<file path="config.mk">
export PLATFORM = sky130hd
export DESIGN_NAME = tsg_top
export DESIGN_NICKNAME = d
export VERILOG_FILES = /design/src/rtl/tsg_log2.v /design/src/rtl/tsg_top.v
export VERILOG_INCLUDE_DIRS = /design/src /design/src/rtl
export SDC_FILE = /design/constraint.sdc
export NUM_CORES = 1
export LEC_CHECK = 0
export ABC_AREA = 0
export BUFFER_PORTS_ARGS = -buffer_cell sky130_fd_sc_hd__buf_4
export CAP_MARGIN = 15
export CORE_ASPECT_RATIO = 1.5
export CORE_MARGIN = 4
export CORE_UTILIZATION = 55
export DETAILED_ROUTE_END_ITERATION = 12
export PLACE_DENSITY = 0.85
export SYNTH_ARGS = -nofsm -noshare
export SYNTH_HDL_FRONTEND = slang
export SYNTH_SLANG_ARGS = --single-unit
</file>
<file path="constraint.sdc">
create_clock -name i_clk -period 8.9 [get_ports i_clk]
set_clock_uncertainty 0.1 [all_clocks]
set_input_delay 1.78 -clock i_clk [delete_from_list [all_inputs] [get_ports i_clk]]
set_output_delay 1.78 -clock i_clk [all_outputs]
set_load 0.03 [all_outputs]
</file>
<file path="src/rtl/tsg_defs.vh">
/*
 Constants of the trigger source generator: register offsets, field
 positions, reset values, source codes and the fixed figures of the block.
 Assumes it is included by its bare name from the rtl files.
*/
`ifndef TSG_DEFS_VH
`define TSG_DEFS_VH

// Register offsets (word addresses on the plain register port)
`define TSG_ADDR_CTRL 4'h0
`define TSG_ADDR_ADC_LEVEL 4'h1
`define TSG_ADDR_MAG_LEVEL 4'h2
`define TSG_ADDR_DWELL 4'h3
`define TSG_ADDR_STATUS 4'h4
`define TSG_ADDR_THRESH 4'h5
`define TSG_ADDR_HWINFO 4'h6

// Control register fields
`define TSG_CTRL_SRC_LSB 0
`define TSG_CTRL_SRC_MSB 2
`define TSG_CTRL_SLOPE_BIT 4
`define TSG_CTRL_GEN_BIT 5
`define TSG_CTRL_RESET 32'h0000_0020

// Status register fields
`define TSG_STAT_FIRED_BIT 0
`define TSG_STAT_ERR_BIT 1
`define TSG_STAT_ARMED_BIT 2
`define TSG_STAT_LOWSEEN_BIT 3

// Trigger source codes
`define TSG_SRC_SOFTWARE_ONLY 3'h0
`define TSG_SRC_RAW_SAMPLE 3'h1
`define TSG_SRC_FRONT_ECL 3'h2
`define TSG_SRC_LEGACY_FRONT 3'h2
`define TSG_SRC_LOG_ENVELOPE 3'h3
`define TSG_SRC_INSTANT 3'h4
`define TSG_SRC_FRONT_TTL 3'h5

// Slope codes
`define TSG_RISING_EDGE_CHOICE 1'b0
`define TSG_FALLING_EDGE_CHOICE 1'b1

// Raw sample threshold settings
`define TSG_ADC_LEVEL_RESET 12'h000
`define TSG_ADC_HYST 13'h0014

// Envelope threshold: level limits, default and step (dB step * 2^16)
`define TSG_MAG_LEVEL_MIN (-337)
`define TSG_MAG_LEVEL_MAX 40
`define TSG_MAG_LEVEL_RESET 10'h380
`define TSG_DB_STEP_Q16 32'h0000_6054

// Dwell count default
`define TSG_DWELL_RESET 24'h000001

`endif

</file>
<file path="src/rtl/tsg_log2.v">
/*
 Log magnitude estimator for the envelope source: a registered base-2
 logarithm of a 24-bit magnitude in 5.8 fixed point (integer part from the
 leading one, fraction from the next eight bits). Assumes a clocked
 magnitude input on the same clock; one cycle of latency.
*/
`timescale 1ns/1ps
module tsg_log2 (
	// Clock and reset
	input wire i_clk,
	input wire i_rst,
	// Magnitude in, log out
	input wire [23:0] i_mag,
	output reg [12:0] o_log
);
	reg [4:0] lead;
	reg [23:0] norm;
	integer k;

	always @* begin
		lead = 5'h00;
		for (k = 0; k < 24; k = k + 1) begin
			if (i_mag[k])
				lead = k[4:0];
		end
		norm = i_mag << (5'd23 - lead);
	end

	always @(posedge i_clk) begin
		if (i_rst)
			o_log <= 13'h0000;
		else
			o_log <= {lead, norm[22:15]};
	end
endmodule

</file>
<file path="src/rtl/tsg_top.v">
/*
 Trigger source generator of a single-channel digitizer: selects a raw
 sample, log envelope, front-panel (ECL or TTL), software-only or instant
 trigger source, applies slope and thresholds and drives the shared
 open-collector sync line. Assumes the sync line and front inputs are
 asynchronous, samples and band-limited magnitude arrive on i_clk, and the
 measurement sequencer signals the trigger state as a same-clock level.
*/
`timescale 1ns/1ps
`include "tsg_defs.vh"
module tsg_top #(
	parameter HAS_TTL = 1
) (
	// Clock and reset
	input wire i_clk,
	input wire i_rst,
	// Register port
	input wire [3:0] i_addr,
	input wire [31:0] i_wdata,
	input wire i_wr,
	input wire i_rd,
	output reg [31:0] o_rdata,
	// Signal inputs
	input wire [11:0] i_sample,
	input wire [23:0] i_band_mag,
	input wire i_front_ecl,
	input wire i_front_ttl,
	// Measurement sequencer
	input wire i_trig_state,
	output reg o_measure_start,
	// Shared open-collector sync line
	input wire i_sync_in,
	output reg o_sync_out,
	output reg o_sync_oe
);
	localparam ST_IDLE = 2'b00;
	localparam ST_ARMED = 2'b01;
	localparam ST_FIRED = 2'b10;
	localparam signed [9:0] LVL_MIN = `TSG_MAG_LEVEL_MIN;
	localparam signed [9:0] LVL_MAX = `TSG_MAG_LEVEL_MAX;

	reg [31:0] ctrl_reg;
	reg [11:0] adc_level_reg;
	reg [9:0] mag_level_reg;
	reg [23:0] dwell_reg;
	reg [1:0] state_reg, state_next;
	reg [1:0] ecl_sync_reg, ttl_sync_reg, line_sync_reg;
	reg ecl_prev_reg, ttl_prev_reg;
	reg adc_above_reg;
	reg [23:0] low_cnt_reg;
	reg low_seen_reg;
	reg err_reg;
	reg [12:0] thresh_reg;
	reg [9:0] level_clamped;
	reg [31:0] db_prod;
	reg fire;
	reg ev;
	wire [12:0] log_mag;
	wire signed [31:0] th_scaled;
	wire [2:0] src;
	wire slope;
	wire line_low;
	wire [12:0] samp_s;
	wire [12:0] lvl_s;
	wire ecl_rise, ecl_fall, ttl_rise, ttl_fall;
	wire adc_rise, adc_fall;
	wire mag_low, mag_above;

	assign src = ctrl_reg[`TSG_CTRL_SRC_MSB:`TSG_CTRL_SRC_LSB];
	assign slope = ctrl_reg[`TSG_CTRL_SLOPE_BIT];
	assign line_low = line_sync_reg[1];

	tsg_log2 u_log (
		.i_clk(i_clk),
		.i_rst(i_rst),
		.i_mag(i_band_mag),
		.o_log(log_mag)
	);

	// Register writes
	always @(posedge i_clk) begin
		if (i_rst) begin
			ctrl_reg <= `TSG_CTRL_RESET;
			adc_level_reg <= `TSG_ADC_LEVEL_RESET;
			mag_level_reg <= `TSG_MAG_LEVEL_RESET;
			dwell_reg <= `TSG_DWELL_RESET;
		end else if (i_wr) begin
			if (i_addr == `TSG_ADDR_CTRL) begin
				ctrl_reg <= {26'h0, i_wdata[5:0]};
			end else if (i_addr == `TSG_ADDR_ADC_LEVEL) begin
				adc_level_reg <= i_wdata[11:0];
			end else if (i_addr == `TSG_ADDR_MAG_LEVEL) begin
				mag_level_reg <= i_wdata[9:0];
			end else if (i_addr == `TSG_ADDR_DWELL) begin
				dwell_reg <= i_wdata[23:0];
			end
		end
	end

	always @* begin
		if ($signed(mag_level_reg) < LVL_MIN)
			level_clamped = LVL_MIN;
		else if ($signed(mag_level_reg) > LVL_MAX)
			level_clamped = LVL_MAX;
		else
			level_clamped = mag_level_reg;
		db_prod = $signed({{22{level_clamped[9]}}, level_clamped}) * $signed(`TSG_DB_STEP_Q16);
	end

	// dB to log2 threshold
	// Full scale sits at log2 = 23; a dB step of 6.02 is one octave, so dB*2^8/6.02 in 5.8.
	assign th_scaled = ($signed(db_prod) * 32'sd43) >>> 16;
	always @(posedge i_clk) begin
		if (i_rst)
			thresh_reg <= 13'h0000;
		else
			thresh_reg <= 13'h1700 + th_scaled[12:0];
	end

	// Two-flop synchronisers for pins
	always @(posedge i_clk) begin
		if (i_rst) begin
			ecl_sync_reg <= 2'b00;
			ttl_sync_reg <= 2'b00;
			line_sync_reg <= 2'b00;
			ecl_prev_reg <= 1'b0;
			ttl_prev_reg <= 1'b0;
		end else begin
			ecl_sync_reg <= {ecl_sync_reg[0], i_front_ecl};
			ttl_sync_reg <= {ttl_sync_reg[0], i_front_ttl};
			line_sync_reg <= {line_sync_reg[0], i_sync_in};
			ecl_prev_reg <= ecl_sync_reg[1];
			ttl_prev_reg <= ttl_sync_reg[1];
		end
	end

	assign ecl_rise = ecl_sync_reg[1] & ~ecl_prev_reg;
	assign ecl_fall = ~ecl_sync_reg[1] & ecl_prev_reg;
	assign ttl_rise = ttl_sync_reg[1] & ~ttl_prev_reg;
	assign ttl_fall = ~ttl_sync_reg[1] & ttl_prev_reg;

	assign samp_s = {i_sample[11], i_sample};
	assign lvl_s = {adc_level_reg[11], adc_level_reg};
	always @(posedge i_clk) begin
		if (i_rst)
			adc_above_reg <= 1'b0;
		else if ($signed(samp_s) >= $signed(lvl_s + `TSG_ADC_HYST))
			adc_above_reg <= 1'b1;
		else if ($signed(samp_s) <= $signed(lvl_s - `TSG_ADC_HYST))
			adc_above_reg <= 1'b0;
	end
	assign adc_rise = ~adc_above_reg & ($signed(samp_s) >= $signed(lvl_s + `TSG_ADC_HYST));
	assign adc_fall = adc_above_reg & ($signed(samp_s) <= $signed(lvl_s - `TSG_ADC_HYST));

	assign mag_low = log_mag < thresh_reg;
	assign mag_above = ~mag_low;
	always @(posedge i_clk) begin
		if (i_rst || state_reg != ST_ARMED) begin
			low_cnt_reg <= 24'h000000;
			low_seen_reg <= 1'b0;
		end else if (mag_low) begin
			if (low_cnt_reg < dwell_reg)
				low_cnt_reg <= low_cnt_reg + 24'h000001;
			else
				low_seen_reg <= 1'b1;
		end else begin
			low_cnt_reg <= 24'h000000;
		end
	end

	// Event selection per source
	always @* begin
		case (src)
			`TSG_SRC_RAW_SAMPLE: ev = (slope == `TSG_FALLING_EDGE_CHOICE) ? adc_fall : adc_rise;
			`TSG_SRC_FRONT_ECL: ev = (slope == `TSG_FALLING_EDGE_CHOICE) ? ecl_fall : ecl_rise;
			`TSG_SRC_FRONT_TTL: ev = (HAS_TTL != 0) &&
				((slope == `TSG_FALLING_EDGE_CHOICE) ? ttl_fall : ttl_rise);
			`TSG_SRC_LOG_ENVELOPE: ev = low_seen_reg & mag_above;
			`TSG_SRC_INSTANT: ev = 1'b1;
			default: ev = 1'b0;
		endcase
	end

	// gate on state and released line
	always @* begin
		fire = (state_reg == ST_ARMED) && i_trig_state && ev && ~line_low &&
			ctrl_reg[`TSG_CTRL_GEN_BIT];
	end

	always @* begin
		state_next = state_reg;
		case (state_reg)
			ST_IDLE: if (i_trig_state) state_next = ST_ARMED;
			ST_ARMED: begin
				if (!i_trig_state)
					state_next = ST_IDLE;
				else if (fire || line_low)
					state_next = ST_FIRED;
			end
			ST_FIRED: if (!i_trig_state) state_next = ST_IDLE;
			default: state_next = ST_IDLE;
		endcase
	end

	// instant fires on entry
	// Instant skips the arm cycle so it fires in the first trigger-state cycle.
	wire instant_now;
	assign instant_now = (state_reg == ST_IDLE) && i_trig_state && (src == `TSG_SRC_INSTANT) &&
		~line_low && ctrl_reg[`TSG_CTRL_GEN_BIT];

	always @(posedge i_clk) begin
		if (i_rst) begin
			state_reg <= ST_IDLE;
			o_sync_out <= 1'b0;
			o_sync_oe <= 1'b0;
			o_measure_start <= 1'b0;
		end else begin
			state_reg <= instant_now ? ST_FIRED : state_next;
			o_sync_oe <= fire | instant_now | (o_sync_oe & i_trig_state);
			o_sync_out <= 1'b0;
			o_measure_start <= fire | instant_now |
				((state_reg == ST_ARMED) & i_trig_state & line_low);
		end
	end

	always @(posedge i_clk) begin
		if (i_rst)
			err_reg <= 1'b0;
		else if (i_wr && i_addr == `TSG_ADDR_CTRL)
			err_reg <= (HAS_TTL == 0) && (i_wdata[2:0] == `TSG_SRC_FRONT_TTL);
	end

	// Register reads, data in the cycle after the strobe
	always @(posedge i_clk) begin
		if (i_rst) begin
			o_rdata <= 32'h0000_0000;
		end else if (i_rd) begin
			if (i_addr == `TSG_ADDR_CTRL)
				o_rdata <= ctrl_reg;
			else if (i_addr == `TSG_ADDR_ADC_LEVEL)
				o_rdata <= {20'h00000, adc_level_reg};
			else if (i_addr == `TSG_ADDR_MAG_LEVEL)
				o_rdata <= {22'h000000, mag_level_reg};
			else if (i_addr == `TSG_ADDR_DWELL)
				o_rdata <= {8'h00, dwell_reg};
			else if (i_addr == `TSG_ADDR_STATUS)
				o_rdata <= {28'h0000000, low_seen_reg, state_reg == ST_ARMED, err_reg,
					state_reg == ST_FIRED};
			else if (i_addr == `TSG_ADDR_THRESH)
				o_rdata <= {19'h00000, thresh_reg};
			else if (i_addr == `TSG_ADDR_HWINFO)
				o_rdata <= {31'h00000000, HAS_TTL != 0};
			else
				o_rdata <= 32'h0000_0000;
		end else begin
			o_rdata <= 32'h0000_0000;
		end
	end
endmodule

</file>
After elaboration in Yosys (flattened, before gate mapping)

Cells that the tools add are included.

Word-level logic and storage cells: 151
Output and inout bits: 35
Register bits: 148
Input port bits: 80

Add/subtract/negate cells: 5
$lt $le $gt $ge: 6
$mul: 2
Shift operators: 1
Bitwise gates (word level): 25
Reduce and logical (&&, ||, !) cells: 26
Eq/ne operators: 20
Mux-type cells: 44

Operators with widths:

| kind                   | count |
|---|---|
| $mux 5                 | 8 |
| $mux 4                 | 8 |
| $mul 24x7->27 const B  | 1 |
| $mux 13                | 2 |
| $add 24x1->24 const B  | 1 |
| $lt 24x24->1           | 1 |
| $mul 10x14->24 const B | 1 |
| $mux 12                | 2 |
| $mux 24                | 1 |
| $shl 24x5->23          | 1 |
| $mux 10                | 2 |
| $mux 2                 | 7 |
| $add 12x6->13 const B  | 1 |
| $add 13x13->13 const A | 1 |
| $ge 12x13->1           | 1 |
| $le 12x13->1           | 1 |
| $lt 13x13->1           | 1 |
| $sub 12x6->13 const B  | 1 |
| $eq 4x3->1 const B     | 3 |
| $mux 3                 | 4 |
| $not 1->1              | 12 |
| $and 1x1->1            | 10 |
| $gt 10x7->1 const B    | 1 |
| $lt 10x10->1 const B   | 1 |
| 30 further kinds       | 57 |

Longest topological paths before layout

Depth in word-level cells: 25
Gate-level depth with buffers: 42
Mapped depth without buffers: 42

Modules after synthesis

A second synthesis with hierarchy kept.

Cell total of the unflattened synthesis: 1653
Area total of the unflattened synthesis: 13344.0 um2

By module, submodules not included:

| module   | cells each | area each (um2) | instances | sequential area each (um2) |
|---|---|---|---|---|
| tsg_top  | 1428       | 11698.7         | 1         | 2542.4 |
| tsg_log2 | 225        | 1645.3          | 1         | 260.2 |

Worst setup path before layout

No wires, ideal clock.

Kind: reg-to-reg
From: register mag_level_reg[0]
To: register thresh_reg[12]
Period minus slack after synthesis: 8.768 ns
Slack: 0.132 ns
Arrival time: 8.603 ns
Cell stages (with the launch flop): 42
Buffers on the path: 0
Required time: 8.735 ns
Library setup time: 0.065 ns
Cells stage by stage: dfxtp_1 nor4_1 o21ai_0 nand2b_1 nand2_1 or2_2 ha_1 ha_1 ha_1 ha_1 ha_1 ha_1 a21o_1 a21oi_1 o21bai_1 a21oi_1 o21a_1 o2111ai_1 [6 not listed] ha_1 inv_1 fa_1 fa_1 inv_1 ha_1 inv_1 nor3_1 o211ai_1 nand3b_1 a21oi_1 xor2_1 ha_1 o211a_1 a211oi_1 xnor2_1 xnor3_1 nor2_1

Longest elaborated chain between the ends: 6
Elaborated cells between the ends (all ways): 7
Those cells by class: add/sub (1); mul (2); order compare (2); mux (2)

RTL lines:

| item                   | RTL line      | source |
|---|---|---|
| start, declared        | tsg_top.v:44  | `reg [9:0] mag_level_reg;` |
| start signal, assigned | tsg_top.v:85  | `` mag_level_reg <= `TSG_MAG_LEVEL_RESET; `` |
| start signal, assigned | tsg_top.v:93  | `mag_level_reg <= i_wdata[9:0];` |
| $gt 10x7->1            | tsg_top.v:103 | `else if ($signed(mag_level_reg) > LVL_MAX)` |
| $mux 10                | tsg_top.v:103 |  |
| $mux 10 (*)            | tsg_top.v:101 | `if ($signed(mag_level_reg) < LVL_MIN)` |
| $mul 10x14->24 (*)     | tsg_top.v:107 | `` db_prod = $signed({{22{level_clamped[9]}}, level_clamped}) * $signed(`TSG_DB_STEP_Q16); `` |
| $mul 24x7->27 (*)      | tsg_top.v:112 | `assign th_scaled = ($signed(db_prod) * 32'sd43) >>> 16;` |
| $add 13x13->13 (*)     | tsg_top.v:117 | `thresh_reg <= 13'h1700 + th_scaled[12:0];` |
| end signal, assigned   | tsg_top.v:117 |  |
| end, declared          | tsg_top.v:53  | `reg [12:0] thresh_reg;` |

Every way passes the cells marked *; elsewhere a longest branch is shown, timed or not.
A chain may end at the register's enable or synchronous reset.

Final worst setup path

Same ends and word-level chain as after synthesis.

==> metrics.txt <==
status=finished, violations left; failing checks=setup timing; Power Internal=roughly 0.0035 W; largest net degree at the start of global routing=93; Clock transition at path regs=roughly 0.070 ns; Detailed Routing Iterations Pass 1=5; VDD IR max=about 0.61 mV; post-synthesis sequential area ratio=21.1%; slew margin rel.=~23%; Post-DRT Antenna Nets=0; crit start category=flip-flop; reg-to-reg slack, setup=-0.06 ns; core area=23,700 µm²; cell taking the most area after synthesis=dfxtp_1; Worst Slack Setup Final=-0.0577 ns; Max Cap Violations=0; r2r worst-path depth=41; Post-Syn Area=~13,000 µm²; crit-path max FO=5; crit path capture type=flip-flop; Fill cells=~1,700; critical path's slowest cell=fa_1; IO buf count=just under 100; final-report hold violation count=0; Combinational Power Share=roughly 78%; sequential power share=between 10% and 20%; Starting DRT DRC Count=~1,100; CP endpoint=thresh_reg[12]; vias=approximately 13,000; min Tclk post-route=8.96 ns; Die Area=between 20,000 and 30,000 µm²; Slew @ Worst Pin=1.16 ns; vias in the first global route=12,700; sw frac=46.3%; crit-path most repeated cell=ha_1; share of flip-flops with an asynchronous set or reset=0%; Ant. Diodes=0; Layout area overhead=18.2%; clk root buf=clkbuf_16; PwrDens=416 nW/µm²; leakage=roughly 7.4 nW; share of post-route cells with drive strength above 1=16.0%; via/cell ratio=6.11; crit path kind=reg -> reg; initial antenna violation count=0; H-Tree Depth=4; CP max stage delay=0.57 ns; first-pass GRT wire length=between 50 and 60 mm; total power=approximately 0.0065 W; total CTS buffers=17; gp weighted congestion=slightly below 1; final worst path period share=101%; Post-DP HPWL=28.7 mm; post-route DRC violation count=0; Synth top area share=between 20% and 30%; clock share of power=roughly a tenth; CTS sink cnt=140; Worst Min Path Start=ecl_sync_reg[0]; ys flop type=dfxtp_1; CP arrival=around 9.2 ns; starting density of the core=between 50 and 60%; Clock Tree Buf Depth=2; Die Wd=approximately 130 µm; Synth cell types=between 70 and 80; Synth warnings=0; Total Routing Usage GR=27.3%; Mapped Cells=between 1,500 and 2,000; fmax=around 110 MHz; Final nets=roughly 2,100; RR Startpoint=mag_level_reg[0]; CTS tree=built; final setup violation count=1; Hold Path Class=reg -> reg; FF-to-FF End=thresh_reg[12]; grt total ovfl=0; setup TNS=-0.0577 ns; Critical Path RT=9.15 ns; crit path from=mag_level_reg[0]; EDFF count, synth=0; Synth Register Bits=between 100 and 150; syn_area_per_cell=roughly 8 µm²; final wirelength=40.4 mm; Max Slew Vio Count=0; io pins=about 120; routed length per instance=~19 µm; top post-synthesis cells by count=214 x ha_1, 214 x inv_1, 170 x nand2_1, 140 x dfxtp_1, 123 x a21oi_1; die height=around 200 µm; ranking of synthesized cells by area=dfxtp_1 21%, ha_1 20%, fa_1 8.1%, inv_1 6.0%, nand2_1 4.8%; sw power=between 0.003 and 0.004 W; clk_lat worst skew=about 0.43 ns; Site Rows=~70
[cells in the final DEF, fill, tap and decap left out, types with 11 or more instances in the layout]
cell type / instances
a211oi_1: 13
mux2i_1: 12
nand2b_1: 19
ha_4: 19
xor2_1: 21
clkbuf_16: 17
nand3_1: 33
a21o_1: 34
nand4_1: 19
o21ai_0: 61
o211ai_1: 11
a21oi_1: 115
ha_1: 191
nor3_1: 28
nor2_1: 105
inv_1: 212
and3_1: 26
or3_1: 20
o21a_1: 11
nor2b_1: 25
buf_4: 156
dfxtp_1: 135
nand2_1: 170
xnor2_1: 34
fa_1: 53
[through the flow]
stage	util [%]	cells	hold slack, ns	cell area, µm²	setup slack [ns]
2_1_floorplan	-	1657	0.314	13300	0.132
3_3_place_gp	61.2	2056	0.342	14500	0.0507
3_5_place_dp	61.2	2056	0.347	14500	-0.160
4_1_cts	63.8	2089	0.354	15200	0.00813
5_1_grt	66.2	2101	0.351	15700	-0.415
6_report	66.2	2101	0.355	15700	-0.0577
[critical path: cells and delay by family (launching register included)]
kind	cells	cell delay, ns
xor+xnor	4	0.71
flops	1	0.35
simple gates	10	1.61
fa+ha+maj	12	4.05
buf+inv	7	0.61
compound gates	8	1.44
[cell families after synthesis]
| logic type | Yosys count | share of synthesized area, % |
|---|---|---|
| AND/OR/NAND/NOR | 504 | 18.2 |
| AO/OA/AOI/OAI | 370 | 18.0 |
| buffers and inverters | 281 | 8.25 |
| adder cells (fa/ha/maj) | 268 | 28.3 |
| flip-flops | 140 | 21.1 |
| XOR/XNOR | 68 | 4.64 |
| multiplexers | 17 | 1.50 |
| other | 1 | 0.0282 |
[routing by layer]
metal	share of wire, %	wire length, µm	global-route usage (%)	up-vias
met5	0	0	0	-
met2	51	20500	50.9	654
met3	6.7	2720	4.02	225
met1	35	14100	28.5	6047
li1	-	-	-	5916
met4	7.7	3100	17.1	0
[cell type report]
class	count	area (µm²)	share of cell area (%)
Inverter	215	807	5.13
Clock inverter	12	114	0.724
Tap cell	319	399	2.54
Sequential cell	140	2810	17.9
Clock buffer	20	457	2.91
Timing Repair Buffer	159	1200	7.67
Multi-Input combinational cell	1236	9930	63.1
[power groups by stage]
stage          clock (W)  combinational (W)  sequential [W]
6_report        0.000687            0.00512        0.000735
5_1_grt         0.000719            0.00561        0.000736
4_1_cts         0.000687            0.00441        0.000732
3_5_place_dp           0            0.00435        0.000745
3_3_place_gp           0            0.00416        0.000744
2_1_floorplan          0            0.00323        0.000730
[timing repair]
item	in CTS	in global routing
endpoints found under the setup margin	1	6
buffers inserted	1	11
hold buffers	0	0
pin swaps	4	37
resized for setup	12	79
[how the worst min path moves through the flow]
stage / endpoint / cells past startpoint
2_1_floorplan: ecl_sync_reg[1] / 1
4_1_cts: ecl_sync_reg[1] / 1
3_3_place_gp: ctrl_reg[3] / 2
6_report: ecl_sync_reg[1] / 1
5_1_grt: ecl_sync_reg[1] / 1
3_5_place_dp: ecl_sync_reg[1] / 1
(Power assumes the default switching activity.)
